[config.mk]
export PLATFORM = sky130hd
export DESIGN_NAME = pmf_mon
export DESIGN_NICKNAME = d
export VERILOG_FILES = /design/src/inc/pmf_pkg.sv /design/src/design/pmf_mon.sv
export SDC_FILE = /design/constraint.sdc
export NUM_CORES = 1
export LEC_CHECK = 0
export ABC_CLOCK_PERIOD_IN_PS = 4450
export BUFFER_PORTS_ARGS = -buffer_cell sky130_fd_sc_hd__buf_2
export CAP_MARGIN = 20
export CORE_MARGIN = 2
export CORE_UTILIZATION = 55
export CTS_CLUSTER_DIAMETER = 80
export DETAILED_ROUTE_END_ITERATION = 10
export PLACE_DENSITY_LB_ADDON = 0.05
export SLEW_MARGIN = 20
export SYNTH_ARGS = -nofsm -noshare
export SYNTH_HDL_FRONTEND = slang
export SYNTH_SLANG_ARGS = --single-unit
[constraint.sdc]
create_clock -name pclk -period 4.45 [get_ports pclk]
set_clock_uncertainty 0.2 [all_clocks]
set_input_delay 0.2225 -clock pclk [delete_from_list [all_inputs] [get_ports pclk]]
set_output_delay 0.2225 -clock pclk [all_outputs]
set_load 0.03 [all_outputs]
[src/inc/pmf_pkg.sv]
package pmf_pkg;

   // ==========================================================================
   // Bus commands
   localparam logic [7:0] CMD_ON_OFF_CONFIG = 8'h02;
   localparam logic [7:0] CMD_CLEAR_FAULTS = 8'h03;
   localparam logic [7:0] CMD_STORE_DEFAULT_ALL = 8'h11;
   localparam logic [7:0] CMD_RESTORE_DEFAULT_ALL = 8'h12;
   localparam logic [7:0] CMD_STORE_USER_ALL = 8'h15;
   localparam logic [7:0] CMD_SMBALERT_MASK = 8'h1b;
   localparam logic [7:0] CMD_VOUT_COMMAND = 8'h21;
   localparam logic [7:0] CMD_VOUT_TRIM = 8'h22;
   localparam logic [7:0] CMD_VIN_ON = 8'h35;
   localparam logic [7:0] CMD_VIN_OFF = 8'h36;
   localparam logic [7:0] CMD_STATUS_BYTE = 8'h78;
   localparam logic [7:0] CMD_STATUS_WORD = 8'h79;
   localparam logic [7:0] CMD_STATUS_VOUT = 8'h7a;
   localparam logic [7:0] CMD_STATUS_IOUT = 8'h7b;
   localparam logic [7:0] CMD_STATUS_INPUT = 8'h7c;
   localparam logic [7:0] CMD_STATUS_TEMP = 8'h7d;
   localparam logic [7:0] CMD_STATUS_CML = 8'h7e;
   localparam logic [7:0] CMD_STATUS_MFR = 8'h80;
   localparam logic [7:0] CMD_READ_VIN = 8'h88;
   localparam logic [7:0] CMD_READ_VOUT = 8'h8b;
   localparam logic [7:0] CMD_READ_IOUT = 8'h8c;
   localparam logic [7:0] CMD_READ_TEMP = 8'h8d;
   localparam logic [7:0] CMD_READ_DUTY = 8'h94;
   localparam logic [7:0] CMD_READ_FREQ = 8'h95;
   localparam logic [7:0] CMD_TEMP_SOURCE = 8'hdc;

   // ==========================================================================
   // Working configuration slots and their factory values
   localparam int NCFG = 6;
   localparam logic [2:0] CFG_ONOFF = 3'h0;
   localparam logic [2:0] CFG_VOUT_CMD = 3'h1;
   localparam logic [2:0] CFG_VOUT_TRIM = 3'h2;
   localparam logic [2:0] CFG_VIN_ON = 3'h3;
   localparam logic [2:0] CFG_VIN_OFF = 3'h4;
   localparam logic [2:0] CFG_TSRC = 3'h5;
   localparam logic [2:0] IDX_NONE = 3'h7;
   localparam logic [NCFG-1:0][15:0] CFG_DEF = {
      16'h0000, 16'h0020, 16'h0024, 16'h0000, 16'h1800, 16'h0017};
   localparam int ONOFF_SEC_POL_BIT = 1;

   // Status byte slots: vout, iout, input, temperature, cml, mfr.
   localparam int NST = 6;
   localparam int ST_CML = 4;

   // ==========================================================================
   // Register bus map (byte addresses)
   localparam logic [7:0] A_TEL_LAST = 8'h18;
   localparam logic [7:0] A_FAULT_EVT = 8'h1c;
   localparam logic [7:0] A_FAULT_EVT2 = 8'h20;
   localparam logic [7:0] A_HWOPT = 8'h24;
   localparam logic [7:0] A_STATE = 8'h28;

   // ==========================================================================
   // Timing and identity
   localparam int CLK_MHZ = 250;
   localparam int STORE_TIME_US = 5000;
   localparam int STORE_CYC = STORE_TIME_US * CLK_MHZ;
   // Arbitrary default target address.
   localparam logic [6:0] DEV_ADDR_DEF = 7'h40;
   localparam logic [2:0] SYNC_IDLE = 3'h7;

   typedef enum logic [2:0] {P_IDLE, P_ADDR, P_CMD, P_WR, P_RD} pmf_pst_e;

endpackage

[src/design/pmf_mon.sv]
// The APB interface to the registers and the register addresses were left to the implementer.
`timescale 1ns/1ps
module pmf_mon #(
   parameter int STORE_CYC = pmf_pkg::STORE_CYC,
   parameter logic [6:0] DEV_ADDR = pmf_pkg::DEV_ADDR_DEF
) (
   input wire logic pclk,
   input wire logic presetn,
   input wire logic ce,
   input wire logic psel,
   input wire logic penable,
   input wire logic pwrite,
   input wire logic [7:0] paddr,
   input wire logic [31:0] pwdata,
   output logic [31:0] prdata,
   output logic pready,
   output logic pslverr,
   input wire logic scl_i,
   input wire logic sda_i,
   output logic sda_o,
   output logic sda_oe,
   output logic fault_alert_line_o,
   output logic fault_alert_line_oe,
   input wire logic primary_remote_onoff_pin,
   input wire logic output_ok_indicator_i,
   output logic output_ok_indicator_o,
   output logic output_ok_indicator_oe,
   output logic output_enable,
   output logic [15:0] vout_target
);

   localparam int SCW = $clog2(STORE_CYC + 1);

   typedef struct packed {
      logic [2:0] scl_sy;
      logic [2:0] sda_sy;
      logic [2:0] rc_sy;
      logic [2:0] sec_sy;
      logic scl_f;
      logic sda_f;
      logic rc_f;
      logic sec_f;
      pmf_pkg::pmf_pst_e pst;
      logic [3:0] bitcnt;
      logic ackp;
      logic ackw;
      logic mack;
      logic rbyte;
      logic [7:0] sh;
      logic [7:0] tx;
      logic [7:0] cmd;
      logic [7:0] d0;
      logic [7:0] d1;
      logic [1:0] widx;
      logic [15:0] rdw;
      logic sda_oe;
      logic [pmf_pkg::NCFG-1:0][15:0] cfg;
      logic [pmf_pkg::NCFG-1:0][15:0] usr;
      logic [pmf_pkg::NST-1:0][7:0] mask;
      logic [pmf_pkg::NST-1:0][7:0] st;
      logic busyf;
      logic alert;
      logic init_done;
      logic vin_ok;
      logic out_on;
      logic hwopt;
      logic [SCW-1:0] scnt;
      logic [6:0][15:0] tel;
      logic [15:0] vout_tgt;
      logic pg_oe;
      logic pg_o;
      logic [31:0] prdata;
      logic pready;
      logic pslverr;
   } pmf_state_s;

   pmf_state_s r;
   pmf_state_s n;

   // ==========================================================================
   // Decoders
   function automatic logic [2:0] cfg_idx(input logic [7:0] c);
      case (c)
         pmf_pkg::CMD_ON_OFF_CONFIG: cfg_idx = pmf_pkg::CFG_ONOFF;
         pmf_pkg::CMD_VOUT_COMMAND: cfg_idx = pmf_pkg::CFG_VOUT_CMD;
         pmf_pkg::CMD_VOUT_TRIM: cfg_idx = pmf_pkg::CFG_VOUT_TRIM;
         pmf_pkg::CMD_VIN_ON: cfg_idx = pmf_pkg::CFG_VIN_ON;
         pmf_pkg::CMD_VIN_OFF: cfg_idx = pmf_pkg::CFG_VIN_OFF;
         pmf_pkg::CMD_TEMP_SOURCE: cfg_idx = pmf_pkg::CFG_TSRC;
         default: cfg_idx = pmf_pkg::IDX_NONE;
      endcase
   endfunction

   function automatic logic [2:0] stat_idx(input logic [7:0] c);
      case (c)
         pmf_pkg::CMD_STATUS_VOUT: stat_idx = 3'h0;
         pmf_pkg::CMD_STATUS_IOUT: stat_idx = 3'h1;
         pmf_pkg::CMD_STATUS_INPUT: stat_idx = 3'h2;
         pmf_pkg::CMD_STATUS_TEMP: stat_idx = 3'h3;
         pmf_pkg::CMD_STATUS_CML: stat_idx = 3'h4;
         pmf_pkg::CMD_STATUS_MFR: stat_idx = 3'h5;
         default: stat_idx = pmf_pkg::IDX_NONE;
      endcase
   endfunction

   function automatic logic cmd_known(input logic [7:0] c);
      case (c)
         pmf_pkg::CMD_CLEAR_FAULTS, pmf_pkg::CMD_STORE_DEFAULT_ALL,
         pmf_pkg::CMD_RESTORE_DEFAULT_ALL, pmf_pkg::CMD_STORE_USER_ALL,
         pmf_pkg::CMD_SMBALERT_MASK, pmf_pkg::CMD_STATUS_BYTE,
         pmf_pkg::CMD_STATUS_WORD, pmf_pkg::CMD_READ_VIN, pmf_pkg::CMD_READ_VOUT,
         pmf_pkg::CMD_READ_IOUT, pmf_pkg::CMD_READ_TEMP, pmf_pkg::CMD_READ_DUTY,
         pmf_pkg::CMD_READ_FREQ: cmd_known = 1'b1;
         default: cmd_known = (cfg_idx(c) != pmf_pkg::IDX_NONE) ||
            (stat_idx(c) != pmf_pkg::IDX_NONE);
      endcase
   endfunction

   // ==========================================================================
   // Next state
   always_comb begin
      logic scl_rise;
      logic scl_fall;
      logic start_c;
      logic stop_c;
      logic clr_cmd;
      logic clr;
      logic busy_ev;
      logic apb_wr;
      logic apb_hit;
      logic rc_on;
      logic sec_on;
      logic [7:0] b;
      logic [7:0] sb;
      logic [2:0] ci;
      logic [2:0] si;
      logic [15:0] rv;
      logic [31:0] rd_apb;
      logic [pmf_pkg::NST-1:0][7:0] ev;
      n = r;
      scl_rise = 1'b0;
      scl_fall = 1'b0;
      start_c = 1'b0;
      stop_c = 1'b0;
      clr_cmd = 1'b0;
      clr = 1'b0;
      busy_ev = 1'b0;
      rc_on = 1'b0;
      sec_on = 1'b0;
      b = {r.sh[6:0], r.sda_f};
      ci = cfg_idx(r.cmd);
      si = stat_idx(r.cmd);
      ev = '0;
      apb_wr = psel & penable & pwrite & r.pready;
      apb_hit = (paddr[1:0] == 2'h0) &&
         ((paddr <= pmf_pkg::A_TEL_LAST) || (paddr == pmf_pkg::A_FAULT_EVT) ||
         (paddr == pmf_pkg::A_FAULT_EVT2) || (paddr == pmf_pkg::A_HWOPT) ||
         (paddr == pmf_pkg::A_STATE));
      // Status byte summary, then the read multiplexer for the held command.
      sb = {r.busyf, ~r.out_on, r.st[0][7], r.st[1][7], r.st[2][4], |r.st[3],
         |r.st[4], |r.st[5]};
      case (r.cmd)
         pmf_pkg::CMD_READ_VIN: rv = r.tel[0];
         pmf_pkg::CMD_READ_VOUT: rv = r.tel[1];
         pmf_pkg::CMD_READ_IOUT: rv = r.tel[2];
         pmf_pkg::CMD_READ_TEMP: rv = r.cfg[pmf_pkg::CFG_TSRC][0] ? r.tel[4] : r.tel[3];
         pmf_pkg::CMD_READ_FREQ: rv = r.tel[5];
         pmf_pkg::CMD_READ_DUTY: rv = r.tel[6];
         pmf_pkg::CMD_STATUS_BYTE: rv = {8'h00, sb};
         pmf_pkg::CMD_STATUS_WORD: rv = {|r.st[0], |r.st[1], |r.st[2], |r.st[5],
            ~r.out_on, 3'h0, sb};
         default: begin
            if (si != pmf_pkg::IDX_NONE) begin
               rv = {8'h00, r.st[si]};
            end else if (ci != pmf_pkg::IDX_NONE) begin
               rv = r.cfg[ci];
            end else begin
               rv = 16'hffff;
            end
         end
      endcase
      case (paddr)
         pmf_pkg::A_HWOPT: rd_apb = {31'h0, r.hwopt};
         pmf_pkg::A_STATE: rd_apb = {26'h0, (r.scnt != '0), r.busyf, r.alert,
            r.out_on, r.vin_ok, r.init_done};
         default: rd_apb = (paddr <= pmf_pkg::A_TEL_LAST) ? {16'h0, r.tel[paddr[4:2]]} : '0;
      endcase

      if (ce) begin
         // Pin synchronisers: a level counts once the second and third stages agree.
         n.scl_sy = {r.scl_sy[1:0], scl_i};
         n.sda_sy = {r.sda_sy[1:0], sda_i};
         n.rc_sy = {r.rc_sy[1:0], primary_remote_onoff_pin};
         n.sec_sy = {r.sec_sy[1:0], output_ok_indicator_i};
         if (r.scl_sy[1] == r.scl_sy[2]) begin
            n.scl_f = r.scl_sy[2];
         end
         if (r.sda_sy[1] == r.sda_sy[2]) begin
            n.sda_f = r.sda_sy[2];
         end
         if (r.rc_sy[1] == r.rc_sy[2]) begin
            n.rc_f = r.rc_sy[2];
         end
         if (r.sec_sy[1] == r.sec_sy[2]) begin
            n.sec_f = r.sec_sy[2];
         end
         scl_rise = n.scl_f & ~r.scl_f;
         scl_fall = ~n.scl_f & r.scl_f;
         start_c = r.scl_f & n.scl_f & r.sda_f & ~n.sda_f;
         stop_c = r.scl_f & n.scl_f & ~r.sda_f & n.sda_f;

         // ===================================================================
         // Register bus slave with a fixed zero-wait answer.
         n.pready = psel & ~penable;
         n.prdata = '0;
         n.pslverr = 1'b0;
         if (psel & ~penable) begin
            n.prdata = rd_apb;
            n.pslverr = ~apb_hit;
         end
         if (apb_wr && apb_hit) begin
            if (paddr <= pmf_pkg::A_TEL_LAST) begin
               n.tel[paddr[4:2]] = pwdata[15:0];
            end else if (paddr == pmf_pkg::A_FAULT_EVT) begin
               ev[3:0] = pwdata;
            end else if (paddr == pmf_pkg::A_FAULT_EVT2) begin
               ev[5] = pwdata[7:0];
            end else if (paddr == pmf_pkg::A_HWOPT) begin
               n.hwopt = pwdata[0];
            end
         end

         if (r.scnt != '0) begin
            n.scnt = r.scnt - SCW'(1);
         end

         // ===================================================================
         // Serial target.
         if (start_c) begin
            n.pst = pmf_pkg::P_ADDR;
            n.bitcnt = 4'h0;
            n.ackp = 1'b0;
            n.sda_oe = 1'b0;
         end else if (stop_c) begin
            n.pst = pmf_pkg::P_IDLE;
            n.sda_oe = 1'b0;
            n.ackp = 1'b0;
            if (r.pst == pmf_pkg::P_WR) begin
               if (r.widx == 2'h0) begin
                  case (r.cmd)
                     pmf_pkg::CMD_CLEAR_FAULTS: clr_cmd = 1'b1;
                     pmf_pkg::CMD_STORE_DEFAULT_ALL, pmf_pkg::CMD_STORE_USER_ALL: begin
                        n.usr = r.cfg;
                        n.scnt = SCW'(STORE_CYC);
                     end
                     pmf_pkg::CMD_RESTORE_DEFAULT_ALL: n.cfg = pmf_pkg::CFG_DEF;
                     default: ;
                  endcase
               end else if (ci != pmf_pkg::IDX_NONE) begin
                  n.cfg[ci] = (r.widx == 2'h2) ? {r.d1, r.d0} : {8'h00, r.d0};
               end else if ((r.cmd == pmf_pkg::CMD_SMBALERT_MASK) && (r.widx == 2'h2) &&
                  (stat_idx(r.d0) != pmf_pkg::IDX_NONE)) begin
                  n.mask[stat_idx(r.d0)] = r.d1;
               end
            end
         end else if (r.pst != pmf_pkg::P_IDLE) begin
            if (scl_rise) begin
               if (r.ackp) begin
                  n.mack = ~r.sda_f;
               end else begin
                  n.sh = b;
                  n.bitcnt = r.bitcnt + 4'h1;
                  if ((r.bitcnt == 4'h7) && (r.pst != pmf_pkg::P_RD)) begin
                     n.ackw = 1'b1;
                     case (r.pst)
                        pmf_pkg::P_ADDR: begin
                           if (b[7:1] != DEV_ADDR) begin
                              n.pst = pmf_pkg::P_IDLE;
                           end else if (r.scnt != '0) begin
                              busy_ev = 1'b1;
                              n.pst = pmf_pkg::P_IDLE;
                           end else if (b[0]) begin
                              n.pst = pmf_pkg::P_RD;
                              n.rdw = rv;
                              n.tx = rv[7:0];
                              n.rbyte = 1'b0;
                           end else begin
                              n.pst = pmf_pkg::P_CMD;
                           end
                        end
                        pmf_pkg::P_CMD: begin
                           n.cmd = b;
                           n.widx = 2'h0;
                           n.pst = pmf_pkg::P_WR;
                           ev[pmf_pkg::ST_CML][7] = ~cmd_known(b);
                        end
                        default: begin
                           if (r.widx == 2'h0) begin
                              n.d0 = b;
                           end else begin
                              n.d1 = b;
                           end
                           n.widx = (r.widx == 2'h2) ? 2'h2 : r.widx + 2'h1;
                        end
                     endcase
                  end
               end
            end else if (scl_fall) begin
               if (r.bitcnt == 4'h8) begin
                  n.bitcnt = 4'h0;
                  n.ackp = 1'b1;
                  n.sda_oe = r.ackw;
                  n.ackw = 1'b0;
               end else if (r.ackp) begin
                  n.ackp = 1'b0;
                  n.sda_oe = 1'b0;
                  if (r.pst == pmf_pkg::P_RD) begin
                     if (r.sda_oe) begin
                        n.sda_oe = ~r.tx[7];
                     end else if (r.mack) begin
                        n.tx = r.rbyte ? 8'hff : r.rdw[15:8];
                        n.rbyte = 1'b1;
                        n.sda_oe = ~n.tx[7];
                     end else begin
                        n.pst = pmf_pkg::P_IDLE;
                     end
                  end
               end else if (r.pst == pmf_pkg::P_RD) begin
                  n.sda_oe = ~r.tx[~r.bitcnt[2:0]];
               end
            end
         end

         // ===================================================================
         // Initial load of working settings from the user area.
         if (!r.init_done) begin
            n.cfg = r.usr;
            n.init_done = 1'b1;
         end

         // ===================================================================
         // Power control.
         if (r.tel[0] >= r.cfg[pmf_pkg::CFG_VIN_ON]) begin
            n.vin_ok = 1'b1;
         end else if (r.tel[0] < r.cfg[pmf_pkg::CFG_VIN_OFF]) begin
            n.vin_ok = 1'b0;
         end
         rc_on = ~r.rc_f;
         if (!r.hwopt) begin
            sec_on = 1'b1;
         end else if (r.cfg[pmf_pkg::CFG_ONOFF][pmf_pkg::ONOFF_SEC_POL_BIT]) begin
            sec_on = r.sec_f;
         end else begin
            sec_on = ~r.sec_f;
         end
         n.out_on = r.init_done & r.vin_ok & rc_on & sec_on;
         n.vout_tgt = r.cfg[pmf_pkg::CFG_VOUT_CMD] + r.cfg[pmf_pkg::CFG_VOUT_TRIM];
         n.pg_oe = ~r.hwopt;
         n.pg_o = ~r.out_on;

         // ===================================================================
         // Sticky status and alert; a new event wins over a clear.
         clr = clr_cmd | (n.out_on & ~r.out_on);
         for (int i = 0; i < pmf_pkg::NST; i++) begin
            n.st[i] = ev[i] | (r.st[i] & ~{8{clr}});
         end
         n.busyf = busy_ev | (r.busyf & ~clr);
         n.alert = (|(ev & ~r.mask)) | (r.alert & ~clr);
      end
   end

   always_ff @(posedge pclk or negedge presetn) begin
      if (!presetn) begin
         r <= '0;
         r.scl_sy <= pmf_pkg::SYNC_IDLE;
         r.sda_sy <= pmf_pkg::SYNC_IDLE;
         r.rc_sy <= pmf_pkg::SYNC_IDLE;
         r.sec_sy <= pmf_pkg::SYNC_IDLE;
         r.scl_f <= 1'b1;
         r.sda_f <= 1'b1;
         r.rc_f <= 1'b1;
         r.sec_f <= 1'b1;
         r.cfg <= pmf_pkg::CFG_DEF;
         r.usr <= pmf_pkg::CFG_DEF;
         r.pg_oe <= 1'b1;
         r.pg_o <= 1'b1;
      end else begin
         r <= n;
      end
   end

   // ==========================================================================
   // Outputs
   assign prdata = r.prdata;
   assign pready = r.pready;
   assign pslverr = r.pslverr;
   assign sda_o = 1'b0;
   assign sda_oe = r.sda_oe;
   assign fault_alert_line_o = 1'b0;
   assign fault_alert_line_oe = r.alert;
   assign output_ok_indicator_o = r.pg_o;
   assign output_ok_indicator_oe = r.pg_oe;
   assign output_enable = r.out_on;
   assign vout_target = r.vout_tgt;

endmodule

Word level (Yosys, flattened, before mapping)
Index checks and enable logic that the tools add are counted.

Flip-flop bits (word level): 565. Input port bits: 50. Output and inout port bits: 57. Word-level logic and storage cells: 513.

Add/subtract/negate cells: 4. $lt $le $gt $ge: 11. Equal/unequal tests: 100. Mux-type cells: 206. Bitwise operators: 63. Reductions and logical operators: 63.

Operators by type and width (count): $mux 240 (3); $mux 96 (6); $mux 16 (14); $mux 8 (24); $mux 32 (5); $eq 8x7->1 const B (19); $mux 48 (3); $eq 8x8->1 const B (17); $pmux 16 s8 (1); $mux 21 (6); $mux 3 (41); $bwmux 112 (1); $bmux 16 s3 (2); $bwmux 96 (1); $demux 16 s3 (2); $pmux 3 s6 (5); $eq 8x6->1 const B (11); $mux 1 (75); $eq 8x5->1 const B (9); $mux 70 (1); $mux 59 (1); $mux 50 (1); $and 48x48->48 (1); $and 8x8->8 (6); 68 further kinds (192).

Longest topological paths before layout
Gate-level depths: netlist (run 1).

Depth in word-level cells: 34. Mapped depth: 15. Mapped depth without buffers: 13.

Least setup slack after synthesis (run 1)
Ideal clock, no wire load.

Kind: register to register. Start: register r[552] (netlist name). End: register r[506] (netlist name). Setup time: 0.125 ns. Arrival: 2.853 ns. Data required time: 4.125 ns. Slack: 1.273 ns. Stages on the path, launching flop included: 14. Buffers on the path: 0. Clock period less this slack: 3.177 ns. Cell sequence: dfstp_2 > nand2_1 > nand2_1 > o21ai_0 > inv_1 > ha_1 > nor4bb_1 > nor4b_4 > nand2_1 > nor2_2 > nand3_1 > nor2_1 > nand2_1 > mux2_2.

Word-level cells in the longest chain between the ends: 7. Elaborated cells between the ends (all ways): 12. Classes of those cells: mux: 2; bitwise: 9; reduce/logical: 1.

Ends and longest elaborated chain: start: declaration (RTL line pmf_mon.sv:77) `pmf_state_s r;`; start signal: assignment (RTL line pmf_mon.sv:388) `r <= n;`; $mux 1 (RTL line pmf_mon.sv:195) `if (r.scl_sy[1] == r.scl_sy[2]) begin`; $mux 1 (RTL line pmf_mon.sv:189) `if (ce) begin`; $and 1x1->1 (RTL line pmf_mon.sv:209, pmf_mon.sv:210); $and 1x1->1 (on tied branches) (2 in series) (RTL line pmf_mon.sv:210, pmf_mon.sv:209); $not 1->1 (no line); $reduce_and 9->1 (no line) *.

Every way passes the cells marked *; elsewhere a longest branch is shown, timed or not. The select of a mux whose other input is x is not followed. A chain may end at the register's enable or synchronous reset.

Final worst setup path (run 1)
Start: register r[515] (netlist name). End: register r[400] (netlist name).

Word-level cells in the longest chain between the ends: 13. Elaborated cells between the ends (all ways): 24. Classes of those cells: order compare: 2; eq/ne: 10; mux: 10; reduce/logical: 2.

Ends and longest elaborated chain: $eq 8x8->1, or another cell as far along (RTL line pmf_mon.sv:83) `case (c)`; $pmux 3 s6 (RTL line pmf_mon.sv:83); $lt 3x4->1 (not written as such) or $ge 3x1->1 (tied branches) (RTL line pmf_mon.sv:260) `n.cfg[ci] = (r.widx == 2'h2) ? {r.d1, r.d0} : {8'h00, r.d0};`; $logic_and 1x1->1 (not written as such) (RTL line pmf_mon.sv:260); $mux 16 (RTL line pmf_mon.sv:260); $demux 16 s3 (RTL line pmf_mon.sv:260); $bwmux 96 (RTL line pmf_mon.sv:260); $mux 96 (RTL line pmf_mon.sv:259) `end else if (ci != pmf_pkg::IDX_NONE) begin`; $mux 96 (RTL line pmf_mon.sv:249) `if (r.widx == 2'h0) begin`; $mux 240 (RTL line pmf_mon.sv:248) `if (r.pst == pmf_pkg::P_WR) begin`; $mux 240 (RTL line pmf_mon.sv:244) `end else if (stop_c) begin`; $mux 240 (RTL line pmf_mon.sv:239) `if (start_c) begin`; $mux 96 (RTL line pmf_mon.sv:336) `if (!r.init_done) begin`.

Parallel ways exist; a longest one is shown, timed or not. The select of a mux whose other input is x is not followed.

==> results of run 1 <==
-- state kept, by name (all words and copies together), names as in the netlist --
name / flops
fault_alert_line_oe: 1
output_ok_indicator_oe: 1
output_ok_indicator_o: 1
pready: 1
sda_oe: 1
prdata: 16
output_enable: 1
vout_target: 16
r: 494
pslverr: 1
-- power by group --
group / total [W] / internal [W] / leakage, nW / switching, W
Sequential: 0.00529 / 0.00505 / 7.16 / 0.000246
Clock: 0.00469 / 0.00269 / 0.890 / 0.00201
Combinational: 0.000897 / 0.000330 / 5.95 / 0.000567
-- worst max-delay path: cells and delay by family (launching register included) --
| family | cells | cell delay, ps |
|---|---|---|
| simple gates | 3 | 700 |
| compound gates | 5 | 1670 |
| buf+inv | 1 | 320 |
| flops | 1 | 820 |
-- placed cells by master, fill, tap and decap left out, types with 32 or more instances in the layout --
| master | netlist | routed |
|---|---|---|
| mux2i_1 | 56 | 56 |
| a22o_1 | 41 | 41 |
| nor3_1 | 35 | 32 |
| ha_1 | 54 | 54 |
| a22oi_1 | 46 | 46 |
| inv_1 | 105 | 104 |
| dfstp_2 | 36 | 36 |
| nand3_1 | 43 | 43 |
| mux2_2 | 180 | 180 |
| a21oi_1 | 223 | 218 |
| buf_2 | 11 | 87 |
| o21ai_0 | 168 | 168 |
| dlygate4sd3_1 | 0 | 41 |
| nand2_1 | 388 | 388 |
| nor2_1 | 184 | 182 |
| clkbuf_16 | 0 | 59 |
| buf_4 | 52 | 55 |
| dfrtp_1 | 497 | 497 |
-- layer usage --
layer,vias up,wire length [um]
met4,0,4120
met1,11000,37100
li1,9823,-
met2,916,40100
met5,-,0
met3,184,6410
-- cells by family after synthesis --
family                   Yosys count
AO/OA/AOI/OAI                    720
multiplexers                     254
AND/OR/NAND/NOR                  815
adder cells (fa/ha/maj)           55
flip-flops                       533
buffers and inverters            323
other                              1
XOR/XNOR                          30
-- cell usage after synthesis (all sizes together), types with 44 or more instances --
| cell | number |
|---|---|
| nand3 | 44 |
| clkbuf | 142 |
| ha | 54 |
| dfrtp | 497 |
| a21oi | 223 |
| nand2 | 388 |
| a22oi | 46 |
| o21ai | 173 |
| mux2i | 56 |
| mux2 | 180 |
| inv | 106 |
| nor2 | 185 |
| buf | 75 |
-- through the flow --
| stage | worst slack [ps] | power [W] | area (um2) | cells | hold WS [ps] |
|---|---|---|---|---|---|
| after floorplan | 1270 | 0.00588 | 27200 | 2748 | -273 |
| after global placement | 751 | 0.00621 | 28000 | 3344 | 113 |
| after detailed placement | 750 | 0.00624 | 28000 | 3344 | 116 |
| after CTS | 741 | 0.0109 | 30200 | 3494 | 6.40 |
| after global routing | 392 | 0.0113 | 30300 | 3495 | 16.7 |
| final | 605 | 0.0109 | 30300 | 3495 | 31.2 |
-- worst max-delay path by stage --
stage	depth (start not counted)	slack, ps	to	start
2_1_floorplan	13	1270	r[506]$_DFFE_PN0P_	r[552]$_DFFE_PN1P_
3_5_place_dp	9	750	r[400]$_DFFE_PN0P_	r[515]$_DFFE_PN0P_
4_1_cts	9	740	r[400]$_DFFE_PN0P_	r[515]$_DFFE_PN0P_
6_report	9	600	r[400]$_DFFE_PN0P_	r[515]$_DFFE_PN0P_
3_3_place_gp	9	750	r[407]$_DFFE_PN0P_	r[515]$_DFFE_PN0P_
5_1_grt	9	390	r[408]$_DFFE_PN0P_	r[515]$_DFFE_PN0P_
-- area by class of cell --
cell class,instances,area (um2)
Clock buffer,101,1770
Multi-Input combinational cell,1892,12400
Sequential cell,533,13400
Timing Repair Buffer,191,1420
Fill cell,4062,18500
Clock inverter,8,57.6
Tap cell,664,831
Inverter,106,398
-- what timing repair did --
| action | 4_1_cts | 5_1_grt |
|---|---|---|
| endpoints found under the hold margin | 238 | 0 |
| gates resized for setup | 0 | 0 |
| hold buffers | 41 | 0 |
| buffers inserted | 0 | 0 |
==> results.toml, run 1 <==
[outcome]
outcome = "finished, final reports clean"

[yosys]
synth.avg_cell_area_um2 = 9.92
ys_top_cells_by_area = "dfrtp_1 (46%), mux2_2 (7.5%), nand2_1 (5.4%)"
synth_xor_area_frac = 0.00970
syn_area_um2 = 27100
synth_compound_area_frac = 0.170
async_flop_share = 1.00
synth_seq_cells = 533
muxShareOfSynthArea = 0.110
synth-simple-area-share = 0.137
synthCells = 2731
synth_top_family_by_area = "compound AO/OA/AOI/OAI gates"
synth_cell_type_count = 85
synth_fa_ha_area_frac = 0.0257
synth_top_cell_by_area = "dfrtp_1"
yosysTopAreaCellShare = 0.459
yosys_most_used_dff = "dfrtp_1"
seq_area_frac_synth = 0.494
ys_warn_count = 0
synth_edf_count = 0

[floorplan]
fp.dieW_um = 226
die_h_um = 226
fp.coreArea_um2 = 48700
rows = 81
start_util = 0.556
die-area_um2 = 51000
ios = 107

[global_routing]
grt_pass1_wl_um = 133000
grtUsageTotal = 0.348
grt_util_met3 = 0.0651
grtUsageMet1 = 0.478
antenna_found_initial = 0
grt_busiest_layer = "met2"
groute.layer.met2.usage = 0.543
grt_max_degree = 105
grt-ovfl-total = 0
first_global_vias = 21400

[clocking]
clockBufferDepth = 3
cts-htree-levels = 2
cts.sinks = 533
insertion_delay_ps = 640
clkTransAtPathRegs_ps = 60
cts_root_buf = "clkbuf_16"
cts_buffers = 59
tritoncts = "done"

[hold_path]
hp-class = "input port to flop"
hp-start = "paddr[7]"
hold_end = "r[185]$_DFFE_PN0P_"
hold_depth = 5

[timing]
max_freq_mhz = 260
setup_viol = 0
fin_tns_setup_ps = 0
tightest_slew_ps = 1120
hold_violations = 0
rsz0062_at_grt = "false"
period_needed_ps = 3850
fin_crit_sh = 0.864
slew_headroom = 0.251
slew_viol_final = 0

[setup_path]
slowest_stage = "dfrtp_1"
regToRegStartpoint = "r[515]$_DFFE_PN0P_"
max_stage_delay_ps = 820
cp.arrival_ps = 4150
crit_fanout = 22
r2r_slack_ps = 600
critPathLaunchType = "flop"
critPathRequiredTime_ps = 4750
reg2regPathDepth = 9
r2r-end = "r[400]$_DFFE_PN0P_"
path_cells = "nor2b_1, and3_1, o21ai_0, a21oi_1, o21ai_1, a21oi_2, buf_4, nor2_1, a21oi_1"
worst_path_most_repeated_cell = "a21oi_1"
crit_type = "flop to flop"
cp-end-kind = "flop"

[detailed_routing]
routed_via_density = 6.28
drt_pass1_iterations = 8
drc = 0
wl_um = 87700
via_count = 22000
wl_per_cell_um = 25.1
detail-route-antenna-nets = 0
drtIter0Drc = 2272

[placed_design]
globalplace.congestion = 0.925
io_buffers = 88
dp_hpwl_um = 60300

[pwr]
ir_drop_v = 0.000322
p_leak_nw = 14.0
power.density_nw_per_um2 = 360

[finish]
syn_to_final_growth_pct = 11.7
antenna_cells = 0
fin_util = 0.621
fin_nets = 2888
drive_gt1_frac = 0.181

[run]
cap_violations = 0
Note: power is estimated with default switching activity, not from simulation.
==> run 2: changes to the inputs <==
--- a/config.mk
+++ b/config.mk
@@ -8,8 +8,8 @@
 export ABC_CLOCK_PERIOD_IN_PS = 4450
 export BUFFER_PORTS_ARGS = -buffer_cell sky130_fd_sc_hd__buf_2
 export CAP_MARGIN = 20
-export CORE_MARGIN = 2
-export CORE_UTILIZATION = 55
+export CORE_MARGIN = 1
+export CORE_UTILIZATION = 62
 export CTS_CLUSTER_DIAMETER = 80
 export DETAILED_ROUTE_END_ITERATION = 10
 export PLACE_DENSITY_LB_ADDON = 0.05
==> results.toml, run 2 (synthesis gave the netlist of run 1 again) <==
[clocking]
cts.sinks = 533
cts_resized = 0
cts_buffers = 56
cts_root_buf = "clkbuf_16"
tritoncts = "done"
insertion_delay_ps = 630
clockBufferDepth = 3
clkTransAtPathRegs_ps = 60
cts-htree-levels = 2

[finish]
final_common_cell = "dfrtp_1"
fin_area_um2 = 30200
largest_reg_flops = 494
drive_gt1_frac = 0.183
layout.area.seq_um2 = 13400
multi_input_area_um2 = 12400
fillers = 3279
fin_util = 0.702
layout_common_cells = "dfrtp_1 (497), nand2_1 (388), a21oi_1 (218), nor2_1 (182), mux2_2 (180)"
fin_nets = 2884
syn_to_final_growth_pct = 11.6
top_register = "r"

[setup_path]
cp-end-kind = "flop"
r2r_slack_ps = 700
regToRegStartpoint = "r[552]$_DFFE_PN1P_"
critPathRequiredTime_ps = 4770
reg2regPathDepth = 12
max_stage_delay_ps = 750
crit_fanout = 18
slowest_stage = "a21oi_2"
crit_type = "flop to flop"
r2r-end = "r[393]$_DFFE_PN0P_"
critPathLaunchType = "flop"
worst_path_most_repeated_cell = "nand2_1"
cp.arrival_ps = 4070
path_cells = "nand2_1, nand2_1, o21ai_0, inv_1, ha_1, and4b_1, and3_1, o21ai_1, a21oi_2, buf_4, nor2_1, a21oi_1"

[timing]
slew_viol_final = 0
rsz0062_at_grt = "false"
holdWs_ps = 12.5
period_needed_ps = 3750
setup_viol = 0
fin_tns_setup_ps = 0
fin_crit_sh = 0.843
tightest_slew_ps = 1110
max_freq_mhz = 267
slew_headroom = 0.260
hold_violations = 0

[floorplan]
fp.dieW_um = 211
ios = 107
fp.coreArea_um2 = 43100
start_util = 0.629
rows = 76
die_h_um = 211
die-area_um2 = 44500

[pwr]
p_seq_frac = 0.480
power.density_nw_per_um2 = 365
p_comb_frac = 0.082
power_w = 0.0110
p_sw_frac = 0.254
pwr-share-clk = 0.438
p_int_w = 0.00824
net-switching-power_w = 0.00281
p_leak_nw = 14.0
ir_drop_v = 0.000381

[global_routing]
grt_pass1_wl_um = 128000
first_global_vias = 21400
grt-ovfl-total = 0
grtUsageTotal = 0.382
grt_max_degree = 129
antenna_found_initial = 5

[detailed_routing]
wl_per_cell_um = 24.6
drtIter0Drc = 2538
drt_pass1_iterations = 7
routed_via_density = 6.55
drc = 0
via_count = 22300
wl_um = 83900
detail-route-antenna-nets = 0

[placed_design]
io_buffers = 88
dp_hpwl_um = 56900
globalplace.congestion = 0.928
placedInstanceArea_um2 = 27800

[hold_path]
hp-class = "input port to asynchronous set/reset pin"

[run]
cap_violations = 0

[outcome]
outcome = "finished, final reports clean"
## run 2: worst max-delay path, delay by kind of cell, from the launching register on
| kind | cells | cell delay, ps |
|---|---|---|
| compound gates | 4 | 1360 |
| fa+ha+maj | 1 | 210 |
| buf+inv | 2 | 450 |
| flops | 1 | 590 |
| simple gates | 5 | 850 |
## run 2: cell type report
type	instances	area share
Antenna cell	2	0.000166
Clock buffer	85	0.0563
Clock inverter	19	0.00712
Inverter	106	0.0132
Multi-Input combinational cell	1892	0.411
Sequential cell	533	0.443
Tap cell	585	0.0242
Timing Repair Buffer	190	0.0458
## run 2: per-stage QoR
stage / std cells / setup WS [ps]
4_1_cts: 3410 / 781
5_1_grt: 3410 / 516
3_3_place_gp: 3259 / 938
3_5_place_dp: 3259 / 866
6_report: 3412 / 698
2_1_floorplan: 2748 / 1270
## run 2: worst max-delay path by stage
stage | startpoint | endpoint | slack [ps] | cells past startpoint
2_1_floorplan | r[552]$_DFFE_PN1P_ | r[506]$_DFFE_PN0P_ | 1270 | 13
3_5_place_dp | r[552]$_DFFE_PN1P_ | r[393]$_DFFE_PN0P_ | 870 | 12
4_1_cts | r[552]$_DFFE_PN1P_ | r[393]$_DFFE_PN0P_ | 780 | 12
3_3_place_gp | r[516]$_DFFE_PN0P_ | r[389]$_DFFE_PN0P_ | 940 | 9
6_report | r[552]$_DFFE_PN1P_ | r[393]$_DFFE_PN0P_ | 700 | 12
5_1_grt | r[552]$_DFFE_PN1P_ | r[386]$_DFFE_PN0P_ | 520 | 12
## run 2: power by group through the flow
stage                     Sequential (W)  Clock [W]  Combinational (W)
after global placement           0.00536          0           0.000831
final                            0.00530    0.00484           0.000903
after floorplan                  0.00525          0           0.000626
after detailed placement         0.00537          0           0.000856
after CTS                        0.00529    0.00489           0.000899
after global routing             0.00532    0.00508            0.00101
## run 2: repair_timing
item	CTS	global route
setup buffers	0	0
hold buffers	47	0
endpoints found under the hold margin	242	0
## run 2: layer usage
layer  up-vias  part of all wire  global-route usage
li1       9813                 -                   -
met1     11200              0.40               0.522
met2      1150              0.44               0.563
met3       211              0.11               0.117
met4         2             0.044               0.167
met5         -           0.00014                   0
